<file path="config.mk">
export PLATFORM = sky130hd
export DESIGN_NAME = pess_top
export DESIGN_NICKNAME = d
export VERILOG_FILES = /design/src/pkg/pess_pkg.sv /design/src/pess_sync.sv /design/src/pess_timebase.sv /design/src/pess_top.sv
export VERILOG_INCLUDE_DIRS = /design/src /design/src/pkg
export SDC_FILE = /design/constraint.sdc
export NUM_CORES = 1
export LEC_CHECK = 0
export ABC_AREA = 1
export BUFFER_PORTS_ARGS = -buffer_cell sky130_fd_sc_hd__buf_2
export CORE_ASPECT_RATIO = 1.75
export CORE_MARGIN = 3
export CORE_UTILIZATION = 60
export CTS_CLUSTER_SIZE = 14
export DETAILED_ROUTE_END_ITERATION = 10
export PLACE_DENSITY = 0.86
export REMOVE_ABC_BUFFERS = 1
export SYNTH_ARGS = -nofsm -noshare
export SYNTH_HDL_FRONTEND = slang
export SYNTH_SLANG_ARGS = --single-unit
</file>
<file path="constraint.sdc">
create_clock -name clk_i -period 3 [get_ports clk_i]
set_input_delay 0.3 -clock clk_i [delete_from_list [all_inputs] [get_ports clk_i]]
set_output_delay 0.3 -clock clk_i [all_outputs]
set_load 0.02 [all_outputs]
</file>
<file path="src/pkg/pess_cfg.svh">
// Purpose: offsets, field positions, reset values of the event source / shutdown block
// Assumes: wishbone byte addressing, one 8-bit register per aligned 32-bit word
// Notes: definitions only
`ifndef PESS_CFG_SVH
`define PESS_CFG_SVH
`define PESS_OFF_FALL_SRC 6'h00
`define PESS_OFF_PER_SRC 6'h04
`define PESS_OFF_SD_CTRL 6'h08
`define PESS_OFF_SD_SRC 6'h0c
`define PESS_OFF_SD_LVL 6'h10
`define PESS_OFF_TMR_LO 6'h14
`define PESS_OFF_TMR_HI 6'h18
`define PESS_OFF_DUTY_LO 6'h1c
`define PESS_OFF_DUTY_HI 6'h20
`define PESS_OFF_PER_LO 6'h24
`define PESS_OFF_PER_HI 6'h28
`define PESS_OFF_PWM_IN 6'h2c
`define PESS_OFF_EVENTS 6'h30
`define PESS_SRC_MASK 8'h9f
`define PESS_SD_SRC_MASK 8'h9e
`define PESS_SD_CTRL_MASK 8'he1
`define PESS_LVL_MASK 8'h3f
`define PESS_BIT_TB 0
`define PESS_BIT_PIN 7
`define PESS_BIT_STATUS 7
`define PESS_BIT_SDEN 6
`define PESS_BIT_ARS 5
`define PESS_BIT_OVR 0
`define PESS_RST_REG 8'h00
`define PESS_RST_WORD 16'h0000
`endif

</file>
<file path="src/pkg/pess_pkg.sv">
// Purpose: types shared by the event source / shutdown block
// Assumes: nothing
// Notes: constants live in pess_cfg.svh
package pess_pkg;
   typedef enum logic [1:0] {
      PESS_BUS_IDLE,
      PESS_BUS_ACK
   } pess_bus_t;
endpackage

</file>
<file path="src/pess_sync.sv">
// Purpose: two-flop synchroniser plus rising edge pulse for asynchronous inputs
// Assumes: one clock
// Notes: first flop feeds only the second
module pess_sync #(
   parameter int WIDTH = 5
) (
   input wire logic clk_i,
   input wire logic rst_i,
   input wire logic [WIDTH-1:0] async_i,
   output logic [WIDTH-1:0] level_o,
   output logic [WIDTH-1:0] rise_o
);
   typedef struct packed {
      logic [WIDTH-1:0] meta;
      logic [WIDTH-1:0] sync;
      logic [WIDTH-1:0] prev;
   } pess_sync_t;
   pess_sync_t s_q, s_d;
   always_comb begin
      s_d = s_q;
      s_d.meta = async_i;
      s_d.sync = s_q.meta;
      s_d.prev = s_q.sync;
   end
   always_ff @(posedge clk_i) begin
      if (rst_i) begin
         s_q <= '0;
      end else begin
         s_q <= s_d;
      end
   end
   assign level_o = s_q.sync;
   assign rise_o = s_q.sync & ~s_q.prev;
endmodule

</file>
<file path="src/pess_timebase.sv">
// Purpose: 16-bit time base counter with byte writes and match detection
// Assumes: period reset has priority over software writes
// Notes: match pulses fire once per entry into equality
module pess_timebase #(
   parameter int WIDTH = 16
) (
   input wire logic clk_i,
   input wire logic rst_i,
   input wire logic reset_cnt_i,
   input wire logic wr_lo_i,
   input wire logic wr_hi_i,
   input wire logic [7:0] wdata_i,
   input wire logic [WIDTH-1:0] duty_i,
   input wire logic [WIDTH-1:0] period_i,
   output logic [WIDTH-1:0] count_o,
   output logic duty_match_o,
   output logic period_match_o
);
   typedef struct packed {
      logic [WIDTH-1:0] cnt;
      logic duty_eq;
      logic per_eq;
   } pess_tb_t;
   pess_tb_t s_q, s_d;
   logic duty_eq, per_eq;
   always_comb begin
      duty_eq = (s_q.cnt == duty_i);
      per_eq = (s_q.cnt == period_i);
      s_d = s_q;
      s_d.duty_eq = duty_eq;
      s_d.per_eq = per_eq;
      s_d.cnt = s_q.cnt + 1'b1;
      if (wr_lo_i) begin
         s_d.cnt[7:0] = wdata_i;
      end
      if (wr_hi_i) begin
         s_d.cnt[WIDTH-1:8] = wdata_i[WIDTH-9:0];
      end
      if (reset_cnt_i) begin
         s_d.cnt = '0;
      end
   end
   always_ff @(posedge clk_i) begin
      if (rst_i) begin
         s_q <= '0;
      end else begin
         s_q <= s_d;
      end
   end
   assign count_o = s_q.cnt;
   // pulse only on entry, so a stalled count cannot retrigger
   assign duty_match_o = duty_eq & ~s_q.duty_eq;
   assign period_match_o = per_eq & ~s_q.per_eq;
endmodule

</file>
<file path="src/pess_top.sv">
// Purpose: falling-edge / period event selection and auto-shutdown for one pwm channel
// Assumes: classic wishbone slave, 8-bit registers in low bits of 32-bit words
// Notes: pwm waveform itself arrives on pwm_i; outputs are registered
//
// The placing of the registers and register access over Wishbone were decided locally.
`include "pess_cfg.svh"

////////////////////////////////////////////////////////////////////////////////
module pess_top #(
   parameter int TB_WIDTH = 16,
   parameter int OUTS = 6
) (
   input wire logic clk_i,
   input wire logic rst_i,
   input wire logic cyc_i,
   input wire logic stb_i,
   input wire logic we_i,
   input wire logic [5:0] adr_i,
   input wire logic [3:0] sel_i,
   input wire logic [31:0] dat_i,
   output logic [31:0] dat_o,
   output logic ack_o,
   input wire logic external_event_input_i,
   input wire logic [3:0] comparator_synced_i,
   input wire logic [OUTS-1:0] pwm_i,
   output logic [OUTS-1:0] pwm_o,
   output logic fall_event_o,
   output logic period_event_o,
   output logic shutdown_irq_flag_o
);
   ////////////////////////////////////////////////////////////////////////////
   typedef struct packed {
      pess_pkg::pess_bus_t bus;
      logic [31:0] rdata;
      logic [7:0] fall_src;
      logic [7:0] period_src;
      logic [7:0] sd_ctrl;
      logic [7:0] sd_src;
      logic [7:0] sd_lvl;
      logic [TB_WIDTH-1:0] duty;
      logic [TB_WIDTH-1:0] period;
      logic irq_flag;
      logic fall_ev;
      logic per_ev;
      logic [OUTS-1:0] outs;
   } pess_state_t;

   pess_state_t s_q, s_d;
   logic [4:0] src_level, src_rise;
   logic [TB_WIDTH-1:0] tb_count;
   logic duty_match, period_match;
   logic [7:0] fall_hits, per_hits, sd_hits;
   logic fall_now, per_now, sd_cond, sd_trigger, override_on, force_outs;
   logic access, wr, wr_lane0;
   logic [7:0] wbyte;

   ////////////////////////////////////////////////////////////////////////////
   // sync bit 0 carries cmp1; select bit 0, the timebase hit, is merged below
   pess_sync #(
      .WIDTH(5)
   ) u_sync (
      .clk_i(clk_i),
      .rst_i(rst_i),
      .async_i({external_event_input_i, comparator_synced_i}),
      .level_o(src_level),
      .rise_o(src_rise)
   );

   pess_timebase #(
      .WIDTH(TB_WIDTH)
   ) u_tb (
      .clk_i(clk_i),
      .rst_i(rst_i),
      .reset_cnt_i(per_now),
      .wr_lo_i(wr_lane0 && adr_i == `PESS_OFF_TMR_LO),
      .wr_hi_i(wr_lane0 && adr_i == `PESS_OFF_TMR_HI),
      .wdata_i(wbyte),
      .duty_i(s_q.duty),
      .period_i(s_q.period),
      .count_o(tb_count),
      .duty_match_o(duty_match),
      .period_match_o(period_match)
   );

   ////////////////////////////////////////////////////////////////////////////
   // source vectors laid out as the select registers: pin bit 7, cmp4..1 bits 4..1
   assign fall_hits = {src_rise[4], 2'b00, src_rise[3:0], duty_match} & s_q.fall_src;
   assign per_hits = {src_rise[4], 2'b00, src_rise[3:0], period_match} & s_q.period_src;
   assign fall_now = |fall_hits;
   assign per_now = |per_hits;
   // shutdown condition is the level; a new shutdown needs a rising selected source
   assign sd_hits = {src_level[4], 2'b00, src_level[3:0], 1'b0} & s_q.sd_src;
   assign sd_cond = |sd_hits;
   assign sd_trigger = |({src_rise[4], 2'b00, src_rise[3:0], 1'b0} & s_q.sd_src)
      & s_q.sd_ctrl[`PESS_BIT_SDEN];
   assign override_on = s_q.sd_ctrl[`PESS_BIT_SDEN] & s_q.sd_ctrl[`PESS_BIT_OVR];
   assign access = cyc_i & stb_i & (s_q.bus == pess_pkg::PESS_BUS_IDLE);
   assign wr = access & we_i;
   assign wr_lane0 = wr & sel_i[0];
   assign wbyte = dat_i[7:0];

   ////////////////////////////////////////////////////////////////////////////
   always_comb begin
      s_d = s_q;
      s_d.fall_ev = fall_now;
      s_d.per_ev = per_now;
      // register writes, byte lane 0 only
      if (wr_lane0) begin
         unique case (adr_i)
            `PESS_OFF_FALL_SRC: s_d.fall_src = wbyte & `PESS_SRC_MASK;
            `PESS_OFF_PER_SRC: s_d.period_src = wbyte & `PESS_SRC_MASK;
            `PESS_OFF_SD_CTRL: s_d.sd_ctrl = wbyte & `PESS_SD_CTRL_MASK;
            `PESS_OFF_SD_SRC: s_d.sd_src = wbyte & `PESS_SD_SRC_MASK;
            `PESS_OFF_SD_LVL: s_d.sd_lvl = wbyte & `PESS_LVL_MASK;
            `PESS_OFF_DUTY_LO: s_d.duty[7:0] = wbyte;
            `PESS_OFF_DUTY_HI: s_d.duty[TB_WIDTH-1:8] = wbyte[TB_WIDTH-9:0];
            `PESS_OFF_PER_LO: s_d.period[7:0] = wbyte;
            `PESS_OFF_PER_HI: s_d.period[TB_WIDTH-1:8] = wbyte[TB_WIDTH-9:0];
            `PESS_OFF_EVENTS: begin
               // write one to bit 0 clears the interrupt flag
               if (wbyte[0]) begin
                  s_d.irq_flag = 1'b0;
               end
            end
            default: begin
            end
         endcase
      end
      // auto restart: status drops once every selected source is low
      if (s_q.sd_ctrl[`PESS_BIT_ARS] && s_q.sd_ctrl[`PESS_BIT_STATUS] && !sd_cond && !sd_trigger) begin
         s_d.sd_ctrl[`PESS_BIT_STATUS] = 1'b0;
      end
      // hardware set wins over any software clear in the same cycle
      if (sd_trigger) begin
         s_d.sd_ctrl[`PESS_BIT_STATUS] = 1'b1;
         if (!s_q.sd_ctrl[`PESS_BIT_OVR]) begin
            s_d.irq_flag = 1'b1;
         end
      end
      // outputs follow status or override; status set by software acts the same
      force_outs = s_q.sd_ctrl[`PESS_BIT_STATUS] | override_on;
      for (int i = 0; i < OUTS; i++) begin
         s_d.outs[i] = force_outs ? s_q.sd_lvl[i] : pwm_i[i];
      end
      // bus handshake: one wait state, ack for one cycle
      s_d.rdata = 32'h0000_0000;
      unique case (s_q.bus)
         pess_pkg::PESS_BUS_IDLE: begin
            if (access) begin
               s_d.bus = pess_pkg::PESS_BUS_ACK;
               unique case (adr_i)
                  `PESS_OFF_FALL_SRC: s_d.rdata[7:0] = s_q.fall_src;
                  `PESS_OFF_PER_SRC: s_d.rdata[7:0] = s_q.period_src;
                  `PESS_OFF_SD_CTRL: s_d.rdata[7:0] = s_q.sd_ctrl;
                  `PESS_OFF_SD_SRC: s_d.rdata[7:0] = s_q.sd_src;
                  `PESS_OFF_SD_LVL: s_d.rdata[7:0] = s_q.sd_lvl;
                  `PESS_OFF_TMR_LO: s_d.rdata[7:0] = tb_count[7:0];
                  `PESS_OFF_TMR_HI: s_d.rdata[7:0] = tb_count[TB_WIDTH-1:8];
                  `PESS_OFF_DUTY_LO: s_d.rdata[7:0] = s_q.duty[7:0];
                  `PESS_OFF_DUTY_HI: s_d.rdata[7:0] = s_q.duty[TB_WIDTH-1:8];
                  `PESS_OFF_PER_LO: s_d.rdata[7:0] = s_q.period[7:0];
                  `PESS_OFF_PER_HI: s_d.rdata[7:0] = s_q.period[TB_WIDTH-1:8];
                  `PESS_OFF_PWM_IN: s_d.rdata[OUTS-1:0] = pwm_i;
                  `PESS_OFF_EVENTS: s_d.rdata[0] = s_q.irq_flag;
                  default: s_d.rdata = 32'h0000_0000;
               endcase
            end
         end
         pess_pkg::PESS_BUS_ACK: begin
            s_d.bus = pess_pkg::PESS_BUS_IDLE;
         end
      endcase
   end

   ////////////////////////////////////////////////////////////////////////////
   always_ff @(posedge clk_i) begin
      if (rst_i) begin
         s_q <= '0;
         s_q.bus <= pess_pkg::PESS_BUS_IDLE;
      end else begin
         s_q <= s_d;
      end
   end

   assign dat_o = s_q.rdata;
   assign ack_o = (s_q.bus == pess_pkg::PESS_BUS_ACK);
   assign pwm_o = s_q.outs;
   assign fall_event_o = s_q.fall_ev;
   assign period_event_o = s_q.per_ev;
   assign shutdown_irq_flag_o = s_q.irq_flag;
endmodule

</file>
Yosys cells after proc, flatten, opt, wreduce, memory -nomap -nowiden

Index checks and enable logic that the tools add are counted.

Register bits after elaboration: 135
Output and inout bits: 42
Logic and storage cells: 114

Add/sub/neg operators: 1
Equal/unequal tests: 16
Multiplexer cells: 27
Bitwise operators: 19
Reductions and logical operators: 28

Operators by type and width:

| kind                                          | number |
|---|---|
| two-way mux 8 bit                             | 8 |
| case mux 5 bit (12 select lines)              | 1 |
| two-way mux 57 bit                            | 1 |
| two-way mux 34 bit                            | 1 |
| AND 8 bit                                     | 4 |
| == test 16 bit                                | 2 |
| OR reduction 8 bit                            | 4 |
| == test 6 bit, second input constant          | 5 |
| == test 6 x 5 -> 1 bit, second input constant | 4 |
| case mux 2 bit (10 select lines)              | 1 |
| AND reduction 2 bit                           | 10 |
| adder 16 x 1 -> 16 bit, second input constant | 1 |
| == test 6 x 4 -> 1 bit, second input constant | 2 |
| two-way mux 1 bit                             | 12 |
| case mux 1 bit (12 select lines)              | 1 |
| OR reduction 9 bit                            | 1 |
| AND 1 bit                                     | 8 |
| == test 6 x 3 -> 1 bit, second input constant | 1 |
| zero test 6 bit                               | 1 |
| two-way mux 6 bit                             | 1 |
| nonzero test 3 bit                            | 2 |
| AND 5 bit                                     | 1 |
| logical AND 1 bit                             | 5 |
| NOT 5 bit                                     | 1 |
| other kinds (9)                               | 13 |

Depth between registers and ports, before layout

Depth in word-level cells: 9
Mapped depth: 11
Mapped depth without buffers: 11

Modules after synthesis

From an unflattened synthesis, not the netlist that was laid out.

Cell total of the unflattened synthesis: 958
Area, all modules: 6262.3 sq um

Modules (own cells, without submodules):

| module        | times used | cells an instance | area each (sq um) | seq. area each (sq um) |
|---|---|---|---|---|
| pess_top      | 1          | 619               | 4098.9            | 1541.5 |
| pess_timebase | 1          | 283               | 1682.9            | 360.3 |
| pess_sync     | 1          | 56                | 480.5             | 300.3 |

Worst setup path after synthesis

No wires, ideal clock.

Path type: register -> register
Start: register u_tb.s_q, in the netlist u_tb.count_o[0]
End: register u_tb.s_q, in the netlist u_tb.count_o[10]
Arrival time: 1.365 ns
Data required time: 2.935 ns
Path slack: 1.570 ns
Cell stages (with the launch flop): 10
Buffers on the path: 0
Cell sequence: dfxtp_1 -> ha_1 -> nand3_1 -> nor3_2 -> inv_1 -> o21ai_0 -> nand3_1 -> nand2_1 -> inv_1 -> nor2_1

Word-level cells in the longest chain between the ends: 4

Ends and longest elaborated chain:

| item                                                           | RTL line            | source |
|---|---|---|
| start: declaration                                             | pess_timebase.sv:24 | `pess_tb_t s_q, s_d;` |
| start signal: assignment                                       | pess_timebase.sv:45 | `s_q <= '0;` |
| start signal: assignment                                       | pess_timebase.sv:47 | `s_q <= s_d;` |
| branches (longest 4 deep; another with adder 16 x 1 -> 16 bit) | n/a                 |  |

Several ways; the timed one is not identified.
A chain may end at the register's enable or synchronous reset.

Worst setup path in the final report

Start: register s_q[113] in the netlist's numbering
End: register s_q[31] in the netlist's numbering

Word-level cells in the longest chain between the ends: 5

Ends and longest elaborated chain:

| item                                 | RTL line       | source |
|---|---|---|
| start: declaration                   | pess_top.sv:48 | `pess_state_t s_q, s_d;` |
| zero test 2 bit                      | pess_top.sv:97 | `assign access = cyc_i & stb_i & (s_q.bus == pess_pkg::PESS_BUS_IDLE);` |
| AND 1 bit                            | pess_top.sv:97 |  |
| AND 1 bit                            | pess_top.sv:98 | `assign wr = access & we_i;` |
| AND 1 bit                            | pess_top.sv:99 | `assign wr_lane0 = wr & sel_i[0];` |
| AND reduction 2 bit (no source line) | n/a            |  |

No other way between the ends.

==> metrics.cfg <==
[status]
status = finished, final reports clean

[finish]
final_common_cell = nand2_1
fin_nets = 945
area_delta_synth_final_pct = 6.43
antenna_cells = 0
fill_cells = 912
drive_gt1_frac = 0.134
final_cell_mix = 176 x nand2_1, 114 x nor2_1, 110 x dfxtp_1, 106 x inv_1, 88 x o21ai_0
multiInputGateArea_um2 = 2860
utilization = 0.656
seqCellArea_um2 = 2200

[timing]
final.setup.tns_ns = 0
rsz0062_at_grt = no
setup_viol = 0
hold_viol = 0
max_slew.worst_pin.slew_ns = 0.592
fin_crit_ns = 1.96
fin_crit_sh = 0.652
maxSlewHeadroom = 0.604
clock_skew_ns = 0.00583
report.final.slew_viol_count = 0
fmax_mhz = 511

[clock_tree]
clkTransAtPathRegs_ns = 0.07
clockBufferDepth = 2
clockRootBuffer = clkbuf_16
htreeDepth = 3
cts_num_sinks = 110
numCtsBuffers = 9
cts_resized = 0
post_cts_buffers = 0
cts_tree = done
clock_latency_ns = 0.36
ctsHoldBuffers = 0

[worst_setup_path]
worst_r2r_path_depth = 6
crit_buf_inv = 1
arrival_ns = 2.18
worstSetupPathType = flop to flop
cp_max_fo = 16
cp-start-kind = flop
worstReg2RegEnd = s_q[31]
cpLargestDelayFamily = simple AND/OR/NAND/NOR gates
path_cells = nor2_1 > nand3_2 > inv_2 > nand2_1 > o21ai_0 > a21oi_1
rr_startpoint = s_q[113]
critPathSlowestCell = nand2_1
max_stage_delay_ns = 0.46
worstPathRequired_ns = 3.23
endpoint_kind = flop
rrSetupSlack_ns = 1.04

[drt]
ant_nets = 0
drt_pre_antenna_iters = 6
route.detailed.drc = 0
num_vias = 5550
viasPerCell = 5.48
wirelength_um = 17800
wl_per_cell_um = 17.6
drt-initial-drc-count = 545

[floorplanning]
rows = 47
core_area_um2 = 9530
start_util = 0.616
die_x_um = 80.8
io_pins = 100
die-area_um2 = 11100
die_h_um = 137

[global_routing]
track_usage = 0.339
grt-busiest-layer = met2
grt_remaining_overflow = 0
grtUsageMet3 = 0.0659
met2_usage = 0.571
met1_usage = 0.347
grt_first_pass_wirelength_um = 27600
antenna_found_initial = 0
grt_max_degree = 26
grt_pass1_vias = 5340

[yosys]
ys_warn_count = 0
synth.avg_cell_area_um2 = 6.80
ys_ff_latch = 110
synth_area_leader_cell = dfxtp_1
synth_area_um2 = 5870
synth_area_leaders = dfxtp_1 37%, nand2_1 11%, o21ai_0 7.5%, nor2_1 7.3%, inv_1 6.8%
async_flop_share = 0
synth_top_area_share = 0.375
synth_cell_type_count = 38
ys.flop_type = dfxtp_1
synth_edf_count = 0
synthCells = 864
yosysSeqAreaShare = 0.375

[placed_design]
io_buffers = 48
dp_hpwl_um = 13400
gp_congestion = 1.00

[hold_path]
whs_endpoint = u_sync.s_d[5]
min_from = comparator_synced_i[0]
hold_path_depth = 3
min_path_type = input port to flop

[power_and_ir_drop]
peakVddDrop_uv = 418
p_leak_nw = 2.90
power.density_nw_per_um2 = 478
total_power_w = 0.00299

[job]
maxCapViolCount = 0

report_power, final:
group          internal [W]  switching, W  leakage [nW]
Clock              0.000687      0.000589         0.153
Sequential          0.00148     0.0000163         0.891
Combinational     0.0000561      0.000162          1.85
through the flow:
stage,hold WS (ns),instances,setup WS (ns),cell area [um^2]
after floorplan,0.369,825,1.35,5530
after global placement,0.391,997,1.03,5930
after detailed placement,0.399,997,0.986,5930
after CTS,0.138,1013,1.10,6250
after global routing,0.147,1013,0.923,6250
final,0.138,1013,1.04,6250
area by class of cell:
| type | count | area share |
|---|---|---|
| Clock buffer | 10 | 0.0382 |
| Tap cell | 122 | 0.0244 |
| Timing Repair Buffer | 50 | 0.0408 |
| Inverter | 122 | 0.0745 |
| Sequential cell | 110 | 0.352 |
| Multi-Input combinational cell | 593 | 0.457 |
| Clock inverter | 6 | 0.0124 |
cell families after synthesis:
logic type | count (synthesis) | share of synthesized area
AO/OA/AOI/OAI | 175 | 0.154
XOR/XNOR | 13 | 0.0194
adder cells (fa/ha/maj) | 1 | 0.00213
buffers and inverters | 184 | 0.153
flip-flops | 110 | 0.375
other | 1 | 0.000639
AND/OR/NAND/NOR | 380 | 0.296
worst max path at each step:
| stage | to | startpoint | cells after the start | slack (ns) |
|---|---|---|---|---|
| 2_1_floorplan | u_tb.s_q[1] | rst_i | 6 | 1.35 |
| 3_3_place_gp | s_q[31] | cyc_i | 8 | 1.03 |
| 3_5_place_dp | s_q[29] | cyc_i | 8 | 0.99 |
| 4_1_cts | s_q[31] | s_q[113] | 6 | 1.10 |
| 5_1_grt | s_q[30] | s_q[113] | 6 | 0.92 |
| 6_report | s_q[31] | s_q[113] | 6 | 1.04 |
layer usage:
| layer | wire [um] | up-vias | share of wire |
|---|---|---|---|
| li1 | - | 2709 | - |
| met2 | 8780 | 294 | 0.49 |
| met5 | 0 | - | 0 |
| met4 | 1690 | 0 | 0.095 |
| met1 | 6150 | 2446 | 0.35 |
| met3 | 1190 | 101 | 0.067 |
sequential cells by signal, indices dropped and copies added, names as in the netlist:
| name | flops |
|---|---|
| s_q | 60 |
| u_tb.count_o | 16 |
| dat_o | 8 |
| pwm_o | 6 |
| u_sync.level_o | 5 |
| u_sync.s_d | 5 |
| u_sync.s_q | 5 |
| u_tb.s_q | 2 |
| fall_event_o | 1 |
| period_event_o | 1 |
| shutdown_irq_flag_o | 1 |
cell usage after synthesis (3+ instances only):
library cell and n:
xor2_1 12, nand3_2 3, nor3_1 4, buf_4 40, nand2_4 3, a21oi_1 60
nor2_2 5, dfxtp_1 110, nor2_4 6, nand2_2 7, or2_2 3, o22ai_1 8
clkbuf_1 11, nand3_1 43, o21ai_0 88, inv_2 12, inv_1 106, nor2_1 114
buf_2 4, nand2_1 176, nor2_8 5, o21ai_1 12, buf_6 6, nand4_1 7
tightest hold or removal path, cell delays in order:
cell and delay (ns):
buf_2 0.07, inv_1 0.03, nor2_1 0.06
(Power assumes the default switching activity.)
